## config.mk

```make
export PLATFORM = sky130hd
export DESIGN_NAME = aspsr_serial_port
export DESIGN_NICKNAME = d
export VERILOG_FILES = /design/src/aspsr_pkg.sv /design/src/aspsr_fifo.sv /design/src/aspsr_serial_port.sv
export VERILOG_INCLUDE_DIRS = /design/src
export SDC_FILE = /design/constraint.sdc
export NUM_CORES = 1
export LEC_CHECK = 0
export ABC_AREA = 1
export BUFFER_PORTS_ARGS = -buffer_cell sky130_fd_sc_hd__buf_2
export CORE_AREA = 2 2 262 264
export CTS_CLUSTER_DIAMETER = 150
export DETAILED_ROUTE_END_ITERATION = 7
export DIE_AREA = 0 0 264 266
export PLACE_DENSITY = 0.77
export SLEW_MARGIN = 20
export SYNTH_ARGS = -nofsm -noshare
export SYNTH_HDL_FRONTEND = slang
export SYNTH_SLANG_ARGS = --single-unit
```

## constraint.sdc

```tcl
create_clock -name clk_in -period 3.25 [get_ports clk_in]
set_clock_uncertainty 0.05 [all_clocks]
set_input_delay 0.65 -clock clk_in [delete_from_list [all_inputs] [get_ports clk_in]]
set_output_delay 0.65 -clock clk_in [all_outputs]
set_load 0.05 [all_outputs]
```

## src/aspsr_regs.svh

```systemverilog
/*
  Constants of the converter's serial port: register selects, comms field
  positions, reset values and timing counts.
  Assumes a 20 MHz system clock; included by its bare name.
*/
`ifndef ASPSR_REGS_SVH
`define ASPSR_REGS_SVH

// ----------------------------------------------------------------------
// Register selects
// ----------------------------------------------------------------------
`define ASPSR_SEL_STATUS    3'h0
`define ASPSR_SEL_MODE      3'h1
`define ASPSR_SEL_CONFIG    3'h2
`define ASPSR_SEL_DATA      3'h3
`define ASPSR_SEL_ID        3'h4
`define ASPSR_SEL_GPOCON    3'h5

// ----------------------------------------------------------------------
// Field positions
// ----------------------------------------------------------------------
`define ASPSR_COMMS_WEN_BIT  7
`define ASPSR_COMMS_RW_BIT   6
`define ASPSR_COMMS_SEL_HI   5
`define ASPSR_COMMS_SEL_LO   3
`define ASPSR_STATUS_RDY_BIT 7
`define ASPSR_CFG_REFERENCE_SELECT_BIT 20

// ----------------------------------------------------------------------
// Reset values and widths
// ----------------------------------------------------------------------
`define ASPSR_MODE_RST      24'h000000
`define ASPSR_CONFIG_RST    24'h000000
`define ASPSR_GPOCON_RST    8'h00
// Arbitrary identification value
`define ASPSR_ID_VALUE      8'h5a
`define ASPSR_BITS_SHORT    5'h08
`define ASPSR_BITS_LONG     5'h18
`define ASPSR_FIFO_DEPTH    32

// ----------------------------------------------------------------------
// Timing
// ----------------------------------------------------------------------
`define ASPSR_CLK_MHZ       20
`define ASPSR_RDY_GAP_NS    100
`define ASPSR_RDY_GAP_CYC   ((`ASPSR_RDY_GAP_NS * `ASPSR_CLK_MHZ + 999) / 1000)

`endif

```

## src/aspsr_pkg.sv

```systemverilog
/*
  Types of the converter's serial port: port state and pin groups.
  Assumes nothing beyond a SystemVerilog compiler.
*/
package aspsr_pkg;

  typedef enum logic [1:0] {
    ASPSR_ST_COMMS = 2'b00,
    ASPSR_ST_READ  = 2'b01,
    ASPSR_ST_WRITE = 2'b10
  } aspsr_state_e;

  typedef struct packed {
    logic cs_n;
    logic sclk;
    logic din;
  } aspsr_serial_s;

  typedef struct packed {
    logic [3:0] value;
    logic [3:0] oe_n;
  } aspsr_gpo_s;

endpackage

```

## src/aspsr_fifo.sv

```systemverilog
/*
  Result FIFO with registered read data and valid/ready on both sides.
  Assumes one clock and a synchronous active-high reset; flush empties it.
*/
`timescale 1ns/10ps
`default_nettype none

module aspsr_fifo #(
  parameter int WIDTH = 24,
  parameter int DEPTH = 32
) (
  input  wire logic             clk_in,
  input  wire logic             reset_in,
  input  wire logic             flush_in,
  input  wire logic [WIDTH-1:0] wr_data_in,
  input  wire logic             wr_valid_in,
  output logic                  wr_ready_out,
  output logic      [WIDTH-1:0] rd_data_out,
  output logic                  rd_valid_out,
  input  wire logic             rd_ready_in
);

  localparam int AW = $clog2(DEPTH);

  logic [WIDTH-1:0] mem [DEPTH];
  logic [AW-1:0]    wp_r, wp_nxt, rp_r, rp_nxt;
  logic [AW:0]      cnt_r, cnt_nxt;
  logic [WIDTH-1:0] out_r, out_nxt;
  logic             ov_r, ov_nxt;
  logic             push, pop;

  assign wr_ready_out = (cnt_r != (AW+1)'(DEPTH)) && !flush_in;
  assign rd_data_out  = out_r;
  assign rd_valid_out = ov_r;

  always_comb
  begin
    push    = wr_valid_in && wr_ready_out;
    pop     = (cnt_r != '0) && (!ov_r || rd_ready_in);
    wp_nxt  = push ? wp_r + 1'b1 : wp_r;
    rp_nxt  = pop ? rp_r + 1'b1 : rp_r;
    cnt_nxt = cnt_r + (AW+1)'(push) - (AW+1)'(pop);
    out_nxt = pop ? mem[rp_r] : out_r;
    ov_nxt  = pop ? 1'b1 : (rd_ready_in ? 1'b0 : ov_r);
    if (flush_in)
    begin
      wp_nxt  = '0;
      rp_nxt  = '0;
      cnt_nxt = '0;
      ov_nxt  = 1'b0;
    end
  end

  always_ff @(posedge clk_in)
  begin
    if (push)
      mem[wp_r] <= wr_data_in;
    if (reset_in)
    begin
      wp_r  <= '0;
      rp_r  <= '0;
      cnt_r <= '0;
      out_r <= '0;
      ov_r  <= 1'b0;
    end
    else
    begin
      wp_r  <= wp_nxt;
      rp_r  <= rp_nxt;
      cnt_r <= cnt_nxt;
      out_r <= out_nxt;
      ov_r  <= ov_nxt;
    end
  end

endmodule // aspsr_fifo

`default_nettype wire

```

## src/aspsr_serial_port.sv

```systemverilog
/*
  Digital side of a sigma-delta converter's host port: three-wire serial
  slave, combined data-out/ready pin, filter sync input and GPO pins.
  Assumes the host is serial master with SCLK well below clk_in / 4, and
  that the converter core delivers results over a valid/ready stream.
*/
// Summary of operation
// RULE1: While sync is low, hold filter, filter control, calibration and modulator reset.
// RULE2: Sync never disturbs serial state, transfers in flight or the register pointer.
// RULE3: Sync low returns a low ready indication to high.
// RULE4: Data-out pin shifts out a shift register loaded from any readable register.
// RULE5: Data-out pin falls when a new conversion result is available.
// RULE6: Unread result: ready goes high before the data register takes the next result.
// RULE7: Host may treat the ready falling edge as a data-valid interrupt.
// RULE8: Output bits change on SCLK falling edges; host samples on rising edges.
// RULE9: Input bits shift in, then go to the register the comms select field names.
// RULE10: Reference-select set turns the two shared pins into second reference inputs.
// RULE11: Dedicated pins act as host-controlled general-purpose outputs.
// RULE12: Sync release restarts filtering from a fresh state, in step across devices.
`include "aspsr_regs.svh"
`timescale 1ns/10ps
`default_nettype none

module aspsr_serial_port
  import aspsr_pkg::*;
(
  input  wire logic           clk_in,
  input  wire logic           reset_in,
  input  wire aspsr_serial_s  serial_in,
  output logic                dout_rdy_out,
  output logic                dout_rdy_oe_n_out,
  input  wire logic           sync_n_in,
  input  wire logic [23:0]    result_in,
  input  wire logic           result_valid_in,
  output logic                result_ready_out,
  output logic                filter_reset_out,
  output logic                filter_restart_out,
  output logic [23:0]         mode_out,
  output logic [23:0]         config_out,
  output logic                ref2_active_out,
  output var aspsr_gpo_s      gpo_out
);

  // ----------------------------------------------------------------------
  // Functions
  // ----------------------------------------------------------------------
  function automatic logic [4:0] reg_bits(input logic [2:0] sel);
    case (sel)
      `ASPSR_SEL_MODE, `ASPSR_SEL_CONFIG, `ASPSR_SEL_DATA: reg_bits = `ASPSR_BITS_LONG;
      default:                                             reg_bits = `ASPSR_BITS_SHORT;
    endcase
  endfunction

  // ----------------------------------------------------------------------
  // Pin synchronisers
  // ----------------------------------------------------------------------
  aspsr_serial_s ser_s1_r, ser_s2_r;
  logic          sclk_s3_r, sync_s1_r, sync_s2_r, sync_s3_r;
  logic          sclk_rise, sclk_fall, selected;

  always_ff @(posedge clk_in)
  begin
    if (reset_in)
    begin
      ser_s1_r  <= '{cs_n: 1'b1, sclk: 1'b1, din: 1'b1};
      ser_s2_r  <= '{cs_n: 1'b1, sclk: 1'b1, din: 1'b1};
      sclk_s3_r <= 1'b1;
      sync_s1_r <= 1'b1;
      sync_s2_r <= 1'b1;
      sync_s3_r <= 1'b1;
    end
    else
    begin
      ser_s1_r  <= serial_in;
      ser_s2_r  <= ser_s1_r;
      sclk_s3_r <= ser_s2_r.sclk;
      sync_s1_r <= sync_n_in;
      sync_s2_r <= sync_s1_r;
      sync_s3_r <= sync_s2_r;
    end
  end

  assign selected  = !ser_s2_r.cs_n;
  assign sclk_rise = selected && ser_s2_r.sclk && !sclk_s3_r;
  assign sclk_fall = selected && !ser_s2_r.sclk && sclk_s3_r;

  // ----------------------------------------------------------------------
  // Result FIFO
  // ----------------------------------------------------------------------
  logic [23:0] fifo_data;
  logic        fifo_valid, fifo_take;

  // Results pile up here while the data register is being read or the core outpaces it; back-pressure reaches the core
  aspsr_fifo #(
    .WIDTH (24),
    .DEPTH (`ASPSR_FIFO_DEPTH)
  ) u_fifo (
    .clk_in       (clk_in),
    .reset_in     (reset_in),
    .flush_in     (!sync_s2_r),
    .wr_data_in   (result_in),
    .wr_valid_in  (result_valid_in),
    .wr_ready_out (result_ready_out),
    .rd_data_out  (fifo_data),
    .rd_valid_out (fifo_valid),
    .rd_ready_in  (fifo_take)
  );

  // ----------------------------------------------------------------------
  // Port state
  // ----------------------------------------------------------------------
  aspsr_state_e st_r, st_nxt;
  logic [4:0]   cnt_r, cnt_nxt;
  logic [23:0]  sh_r, sh_nxt;
  logic [2:0]   sel_r, sel_nxt;
  logic [23:0]  mode_r, mode_nxt, cfg_r, cfg_nxt, data_r, data_nxt;
  logic [7:0]   gpocon_r, gpocon_nxt, comms;
  logic         full_r, full_nxt, rdy_n_r, rdy_n_nxt, dout_r, dout_nxt;
  logic [3:0]   gap_r, gap_nxt;
  logic [23:0]  rd_word;
  logic         data_busy;

  always_comb
  begin
    st_nxt     = st_r;
    cnt_nxt    = cnt_r;
    sh_nxt     = sh_r;
    sel_nxt    = sel_r;
    mode_nxt   = mode_r;
    cfg_nxt    = cfg_r;
    data_nxt   = data_r;
    gpocon_nxt = gpocon_r;
    full_nxt   = full_r;
    rdy_n_nxt  = rdy_n_r;
    gap_nxt    = gap_r;
    fifo_take  = 1'b0;
    comms      = '0;
    rd_word    = '0;

    // Serial engine runs regardless of sync
    if (sclk_rise) // RULE2
    begin
      case (st_r)
        ASPSR_ST_COMMS:
        begin
          sh_nxt  = {sh_r[22:0], ser_s2_r.din};
          cnt_nxt = cnt_r + 5'h01;
          comms   = sh_nxt[7:0];
          if (cnt_r == 5'h07)
          begin
            cnt_nxt = '0;
            // A set write-enable bit keeps the port waiting for a comms byte
            if (!comms[`ASPSR_COMMS_WEN_BIT])
            begin
              sel_nxt = comms[`ASPSR_COMMS_SEL_HI:`ASPSR_COMMS_SEL_LO];
              st_nxt  = comms[`ASPSR_COMMS_RW_BIT] ? ASPSR_ST_READ : ASPSR_ST_WRITE; // RULE9
            end
          end
        end
        ASPSR_ST_WRITE:
        begin
          sh_nxt  = {sh_r[22:0], ser_s2_r.din}; // RULE9
          cnt_nxt = cnt_r + 5'h01;
          if (cnt_r == reg_bits(sel_r) - 5'h01)
          begin
            cnt_nxt = '0;
            st_nxt  = ASPSR_ST_COMMS;
            case (sel_r) // RULE9
              `ASPSR_SEL_MODE:   mode_nxt   = sh_nxt;
              `ASPSR_SEL_CONFIG: cfg_nxt    = sh_nxt;
              `ASPSR_SEL_GPOCON: gpocon_nxt = sh_nxt[7:0];
              default:           ;
            endcase
          end
        end
        ASPSR_ST_READ:
        begin
          cnt_nxt = cnt_r + 5'h01;
          if (cnt_r == reg_bits(sel_r) - 5'h01)
          begin
            cnt_nxt = '0;
            st_nxt  = ASPSR_ST_COMMS;
            if (sel_r == `ASPSR_SEL_DATA)
            begin
              full_nxt  = 1'b0;
              rdy_n_nxt = 1'b1;
            end
          end
        end
        default:
        begin
          st_nxt  = ASPSR_ST_COMMS;
          cnt_nxt = '0;
        end
      endcase
    end

    // Readable registers, left aligned; the freshly decoded select picks one
    case (sel_nxt)
      `ASPSR_SEL_STATUS: rd_word = {rdy_n_r, 7'h00, 16'h0000};
      `ASPSR_SEL_MODE:   rd_word = mode_r;
      `ASPSR_SEL_CONFIG: rd_word = cfg_r;
      `ASPSR_SEL_DATA:   rd_word = data_r;
      `ASPSR_SEL_ID:     rd_word = {`ASPSR_ID_VALUE, 16'h0000};
      `ASPSR_SEL_GPOCON: rd_word = {gpocon_r, 16'h0000};
      default:           rd_word = '0;
    endcase

    // Load the shift register once the read command is decoded
    if (st_r != ASPSR_ST_READ && st_nxt == ASPSR_ST_READ)
      sh_nxt = rd_word; // RULE4

    // Data register never changes under a read of it
    data_busy = (st_r == ASPSR_ST_READ) && (sel_r == `ASPSR_SEL_DATA);

    if (!sync_s2_r)
    begin
      full_nxt  = 1'b0;
      rdy_n_nxt = 1'b1; // RULE3
      gap_nxt   = '0;
    end
    else if (fifo_valid && !data_busy)
    begin
      if (!full_r)
      begin
        fifo_take = 1'b1;
        data_nxt  = fifo_data;
        full_nxt  = 1'b1;
        rdy_n_nxt = 1'b0; // RULE5
      end
      else if (gap_r == 4'(`ASPSR_RDY_GAP_CYC))
      begin
        fifo_take = 1'b1;
        data_nxt  = fifo_data;
        rdy_n_nxt = 1'b0;
        gap_nxt   = '0;
      end
      else
      begin
        rdy_n_nxt = 1'b1; // RULE6
        gap_nxt   = gap_r + 4'h1;
      end
    end

    // Outgoing bit moves only on a falling SCLK edge inside a read
    dout_nxt = dout_r;
    if (st_r == ASPSR_ST_READ)
    begin
      if (sclk_fall) // RULE8
      begin
        dout_nxt = sh_r[23];
        sh_nxt   = {sh_r[22:0], 1'b0};
      end
    end
    else
      dout_nxt = rdy_n_nxt; // RULE5
  end

  always_ff @(posedge clk_in)
  begin
    if (reset_in)
    begin
      st_r     <= ASPSR_ST_COMMS;
      cnt_r    <= '0;
      sh_r     <= '0;
      sel_r    <= '0;
      mode_r   <= `ASPSR_MODE_RST;
      cfg_r    <= `ASPSR_CONFIG_RST;
      data_r   <= '0;
      gpocon_r <= `ASPSR_GPOCON_RST;
      full_r   <= 1'b0;
      rdy_n_r  <= 1'b1;
      gap_r    <= '0;
      dout_r   <= 1'b1;
    end
    else
    begin
      st_r     <= st_nxt;
      cnt_r    <= cnt_nxt;
      sh_r     <= sh_nxt;
      sel_r    <= sel_nxt;
      mode_r   <= mode_nxt;
      cfg_r    <= cfg_nxt;
      data_r   <= data_nxt;
      gpocon_r <= gpocon_nxt;
      full_r   <= full_nxt;
      rdy_n_r  <= rdy_n_nxt;
      gap_r    <= gap_nxt;
      dout_r   <= dout_nxt;
    end
  end

  // ----------------------------------------------------------------------
  // Pins and core controls
  // ----------------------------------------------------------------------
  logic filt_rst_r, restart_r;

  always_ff @(posedge clk_in)
  begin
    if (reset_in)
    begin
      filt_rst_r <= 1'b1;
      restart_r  <= 1'b0;
    end
    else
    begin
      filt_rst_r <= !sync_s2_r; // RULE1
      restart_r  <= sync_s2_r && !sync_s3_r; // RULE12
    end
  end

  assign filter_reset_out   = filt_rst_r;
  assign filter_restart_out = restart_r;
  assign dout_rdy_out       = dout_r;
  // Pin floats when deselected so several converters can share the line
  assign dout_rdy_oe_n_out  = ser_s2_r.cs_n;
  assign mode_out           = mode_r;
  assign config_out         = cfg_r;
  assign ref2_active_out    = cfg_r[`ASPSR_CFG_REFERENCE_SELECT_BIT]; // RULE10
  assign gpo_out.value      = gpocon_r[3:0]; // RULE11
  assign gpo_out.oe_n       = {2'b00, {2{cfg_r[`ASPSR_CFG_REFERENCE_SELECT_BIT]}}}; // RULE10

endmodule // aspsr_serial_port

`default_nettype wire

```

Yosys cells after proc, flatten, opt, wreduce, memory -nomap -nowiden
Memories as Yosys holds them, arrays and structs flattened. A register that Yosys moved wholly into a read port is not among the register bits. Index checks and enable logic that the tools add are counted. W data, S select, Z words.

Bits in registers: 150. Bits in writable memories: 768. Output and inout port bits: 62. Memories kept: 1.

Add/subtract/negate cells: 8. Eq/ne operators: 20. Mux-type cells: 53. Bitwise gates (word level): 1. Reduce and logical (&&, ||, !) cells: 31.

Memories: u_fifo.mem (words 32, width 24, read ports 1, clocked after Yosys merged registers in 1, write ports 1, RTL line aspsr_fifo.sv:25) `logic [WIDTH-1:0] mem [DEPTH];`.

Operators with widths (number): $mux W24 (7); $pmux W24 S6 (1); $mux W5 (8); $mux W1 (24); $add A5 B1 Y5 const B (3); $pmux W5 S3 (1); $eq A3 B2 Y1 const B (4); $mux W2 (6); $mux W3 (4); $reduce_and A4 Y1 (3); $logic_and A1 B1 Y1 (11); $eq A5 B5 Y1 (2); $sub A5 B1 Y5 const B (2); $eq A3 B3 Y1 const B (3); $logic_not A1 Y1 (7); $add A6 B1 Y6 (1); $eq A3 B1 Y1 const B (2); $ne A6 B6 Y1 const B (1); $pmux W2 S3 (1); $reduce_bool A6 Y1 (1); $sub A6 B1 Y6 (1); $eq A5 B3 Y1 const B (1); $add A4 B1 Y4 const B (1); $eq A2 B1 Y1 const B (2); other kinds (14) (16).

Longest topological paths before layout
Depth after elaboration: 15. Depth in mapped cells: 22. Mapped depth without buffers: 21.

Hierarchy
From an unflattened synthesis, not the netlist that was laid out.

Cell total of the unflattened synthesis: 4067. Area, all modules: 40311.2 µm².

Modules (own cells, without submodules): aspsr_fifo (times used 1, cells each 3169, area an instance 33948.8 µm², seq. area each 23882.9 µm²); aspsr_serial_port (times used 1, cells each 898, area an instance 6362.4 µm², seq. area each 2662.6 µm²).

Least setup slack after synthesis
Ideal clock, no wire load.

Kind: flip-flop to flip-flop. Start point: register u_fifo.cnt_r[2]. End point: memory u_fifo.mem[31][0], enable pin. Data arrival time: 3.025 ns. Data required time: 2.762 ns. Setup slack: -0.263 ns. Stages on the path, launching flop included: 8. Buffers on the path: 0. Clock period less this slack: 3.513 ns. Cell sequence: dfxtp_1 > inv_1 > ha_1 > nand4_1 > nand2_1 > inv_1 > nand2_1 > nor3_1.

Word-level cells in the longest chain between the ends: 5.

RTL lines: from (decl) (RTL line aspsr_fifo.sv:27) `logic [AW:0] cnt_r, cnt_nxt;`; from (signal assigned) (RTL line aspsr_fifo.sv:70) `cnt_r <= cnt_nxt;`; $ne A6 B6 Y1 (RTL line aspsr_fifo.sv:32) `assign wr_ready_out = (cnt_r != (AW+1)'(DEPTH)) && !flush_in;`; $logic_and A1 B1 Y1 (RTL line aspsr_fifo.sv:32); via result_ready_out (RTL line aspsr_serial_port.sv:35) `output logic result_ready_out,`; $logic_and A1 B1 Y1 (RTL line aspsr_fifo.sv:38) `push = wr_valid_in && wr_ready_out;`; $mux W1 (RTL line aspsr_fifo.sv:56) `if (push)`; $mux W1 (implied by the code) (RTL line aspsr_fifo.sv:57) `mem[wp_r] <= wr_data_in;`; to (decl) (RTL line aspsr_fifo.sv:25).

The timed path passes the listed nets, and every way through them passes these cells.

Worst setup path in the final report
Start point: register st_r[1]. End point: register u_fifo.cnt_r[4].

Word-level cells in the longest chain between the ends: 9.

RTL lines: from (decl) (RTL line aspsr_serial_port.sv:112) `aspsr_state_e st_r, st_nxt;`; from (signal assigned) (RTL line aspsr_serial_port.sv:278) `st_r <= st_nxt;`; $eq A2 B1 Y1 (RTL line aspsr_serial_port.sv:214) `` data_busy = (st_r == ASPSR_ST_READ) && (sel_r == `ASPSR_SEL_DATA); ``; $logic_and A1 B1 Y1 (RTL line aspsr_serial_port.sv:214); $logic_not A1 Y1 (RTL line aspsr_serial_port.sv:222) `else if (fifo_valid && !data_busy)`; $logic_and A1 B1 Y1 (RTL line aspsr_serial_port.sv:222); $mux W1 (RTL line aspsr_serial_port.sv:222); $mux W1 (RTL line aspsr_serial_port.sv:216) `if (!sync_s2_r)`; $logic_or A1 B1 Y1 (RTL line aspsr_fifo.sv:39) `pop = (cnt_r != '0) && (!ov_r || rd_ready_in);`; $logic_and A1 B1 Y1 (RTL line aspsr_fifo.sv:39); $sub A6 B1 Y6 (RTL line aspsr_fifo.sv:42) `cnt_nxt = cnt_r + (AW+1)'(push) - (AW+1)'(pop);`.

Every way passes these cells. A chain may end at the register's enable or synchronous reset.

==> reports/qor.csv <==
stage,metric,value,unit
timing,setup_ws,0.230,ns
timing,max_slew.worst_pin.slew,0.806,ns
logic_synthesis,synth_cells,3214,
timing,grt_setup_unrepaired,false,
timing,fin_crit,3.02,ns
finish,fin_area,42600,µm²
die,die-height,266,µm
critical_path,r2r-end,u_fifo.cnt_r[4],
finish,final_layout_size_suffix_gt1_frac,0.120,
place,port_buffers,90,
flow_run,maxCapViolations,0,
cts,cts_inserted_buffers,92,
power,p_leak,14.4,nW
critical_path,arrival,3.54,ns
routing,drt_iter0_drc,3477,
die,ioPinCount,93,
finish,nets,3331,
place,dp_slack,0.191,ns
timing,finalHoldViolations,0,
logic_synthesis,synth_common_cells,"768 x edfxtp_1, 521 x o21ai_0, 504 x nor2_1",
cts,cts_tree,done,
logic_synthesis,netlist_area,37400,µm²
cts,clock-sinks,942,
critical_path,reg2reg_slack,0.23,ns
timing,fin_crit_sh,0.929,
place,dpl_cell_area,39500,µm²
cts,post-cts-setup-buffer-count,0,
routing,remaining_drc_errors,0,
cts,root_buffer,clkbuf_16,
finish,n_antenna_cell,0,
power,ir_drop,0.657,mV
logic_synthesis,yosysUniqueCellTypes,42,
worst_hold_path,min_path_cells,2,
die,core,67700,µm²
place,dp.cells,4068,
die,rows,96,
global_routing,gr-total-overflow,0,
routing,ant_nets,0,
timing,fmax,0.331,GHz
status,outcome,finished clean,
timing,slew_violations,0,
cts,clockBufferDepth,3,
timing,setup_viol,0,
finish,fillers,4983,
logic_synthesis,ys_seq_area_frac,0.709,
logic_synthesis,synth_top_area_share,0.616,
worst_hold_path,hp-class,in2reg,
cts,path_clk_slew,0.06,ns
logic_synthesis,synth_edf_count,768,
finish,syn_to_final_growth,13.9,%
global_routing,grt_first_pass_wirelength,148000,µm
finish,final_cells,4238,
routing,detail_route.wl_per_cell,23.2,µm
die,die_x,264,µm
critical_path,end_kind,register,
routing,vias_per_cell,6.24,
die,initial_utilization,0.552,
logic_synthesis,async_reset_ff_frac,0,
logic_synthesis,dominantRegCellSynth,edfxtp_1,
global_routing,grt_usage,0.278,
critical_path,cp-start-kind,register,
cts,hold_buffers,0,
routing,drtPass1Iterations,6,
logic_synthesis,ys_top_cells_by_area,"edfxtp_1 62%, dfxtp_1 9.3%, o21ai_0 7.0%, nor2_1 5.1%, nand2_1 3.2%",
finish,regArea,26600,µm²
logic_synthesis,ys_warn_count,0,
routing,drt-total-wl,98200,µm
critical_path,required,3.77,ns
timing,relSlewSlack,0.462,
finish,multi_input_area,9820,µm²
critical_path,r2r_start,st_r[1],
logic_synthesis,synth_seq_cells,942,
worst_hold_path,whs_endpoint,ser_s1_r[0],
place,dp_hpwl,55900,µm
logic_synthesis,synth_area_leader_cell,edfxtp_1,
worst_hold_path,hp-start,serial_in[0],
global_routing,grt_antenna_before_repair,2,
global_routing,grt_pass1_vias,25100,
cts,htree_num_levels,3,
critical_path,critical_path_class,reg2reg,
logic_synthesis,yosysMostFrequentCell,edfxtp_1,
timing,whs,0.131,ns
critical_path,reg2reg_depth,20,
global_routing,grt_max_degree,154,
critical_path,cp_max_fo,6,
routing,num_vias,26400,
die,fp.dieArea,70200,µm²
power,power_density,728,nW/µm²
place,gp_congestion,0.907,
cts,clock_latency,0.67,ns
logic_synthesis,syn_area_per_cell,11.6,µm²
state kept, by name, summed over array words and instances (netlist names), 6 cells and up:
name                flops
u_fifo.mem            768
config_out             24
data_r                 24
mode_out               24
sh_r                   24
u_fifo.rd_data_out     24
gpocon_r                8
u_fifo.cnt_r            6
cell type report:
class,count,share of cell area
clock inverters,49,0.0135
multi-input cells,1945,0.230
clock buffers,121,0.0590
well taps,882,0.0259
inverters,107,0.00978
flip-flops and latches,942,0.623
repair buffers,192,0.0382
routing by layer:
metal,share of wire,wire length [µm],GRT usage
met1,0.38,37300,0.369
met5,0.00014,14,0
met3,0.098,9640,0.0451
met4,0.044,4350,0.128
met2,0.48,46800,0.455
cells by family (layout without fill, tap and decap cells):
kind of cell | count (synthesis) | in the layout | synth area share
AND/OR/NAND/NOR | 1030 | 1030 | 0.115
multiplexers | 1 | 1 | 0.000301
buffers and inverters | 328 | 469 | 0.0355
other | 1 | 2 | 0.000100
flip-flops | 942 | 942 | 0.709
AO/OA/AOI/OAI | 892 | 892 | 0.133
adder cells (fa/ha/maj) | 20 | 20 | 0.00689
worst max path at each step:
stage | startpoint | end | slack, ns | cells past startpoint
after floorplan | u_fifo.cnt_r[2] | u_fifo.mem[7][0] | -0.23 | 7
after global placement | st_r[1] | u_fifo.cnt_r[4] | 0.29 | 20
after detailed placement | st_r[1] | u_fifo.cnt_r[4] | 0.19 | 20
after CTS | st_r[1] | u_fifo.cnt_r[4] | 0.17 | 20
after global routing | st_r[1] | u_fifo.cnt_r[5] | 0.007 | 21
final | st_r[1] | u_fifo.cnt_r[4] | 0.23 | 20
report_power, final:
part | internal [W] | total [W] | switching (W)
Combinational | 0.00194 | 0.00654 | 0.00460
Clock | 0.00628 | 0.0108 | 0.00453
Sequential | 0.0134 | 0.0137 | 0.000268
Total | 0.0216 | 0.0310 | 0.00939
metrics by stage:
stage                     power (W)  TNS, ns   util
after floorplan              0.0179   -10.92      -
after global placement       0.0201        0  0.583
after detailed placement     0.0202        0  0.583
after CTS                    0.0310        0  0.629
after global routing         0.0322        0  0.629
final                        0.0310        0  0.629
placed cells by master, fill, tap and decap left out, drive strengths merged:
| master | netlist | routed |
|---|---|---|
| or2 | 8 | 8 |
| nand3 | 111 | 111 |
| o21ai | 528 | 528 |
| buf | 55 | 192 |
| a211oi | 2 | 2 |
| o22ai | 115 | 115 |
| inv | 102 | 107 |
| clkinvlp | 0 | 3 |
| and3 | 1 | 1 |
| o211ai | 27 | 27 |
| clkbuf | 166 | 121 |
| a21boi | 1 | 1 |
| edfxtp | 768 | 768 |
| bufinv | 0 | 10 |
| o21a | 1 | 1 |
| dfxtp | 174 | 174 |
| a21oi | 143 | 143 |
| nor2 | 511 | 511 |
| nor3 | 13 | 13 |
| nand2 | 325 | 325 |
| conb | 1 | 2 |
| ha | 19 | 19 |
| clkinv | 5 | 36 |
| fa | 1 | 1 |
| o221ai | 73 | 73 |
| a31oi | 2 | 2 |
| mux2 | 1 | 1 |
| nand4 | 61 | 61 |
repair_timing:
item                                   in CTS  in global routing
setup endpoints to repair                   0                  2
gates resized for setup                     0                  1
endpoints found under the hold margin       0                  0
critical path, stage by stage, from the launching register on:
cell     delay, ns
dfxtp_1       0.36
inv_1         0.12
ha_1          0.17
inv_1         0.10
nor3_2        0.21
nor2_1        0.09
nand3_1       0.10
nand2_1       0.07
nand2_1       0.10
inv_2         0.05
ha_1          0.27
inv_1         0.04
ha_1          0.21
fa_1          0.42
nand2_1       0.08
inv_1         0.05
nor2_1        0.09
nor2_1        0.05
nor2_1        0.11
o21ai_0       0.09
a21oi_1       0.13
Note: power is estimated with default switching activity, not from simulation.
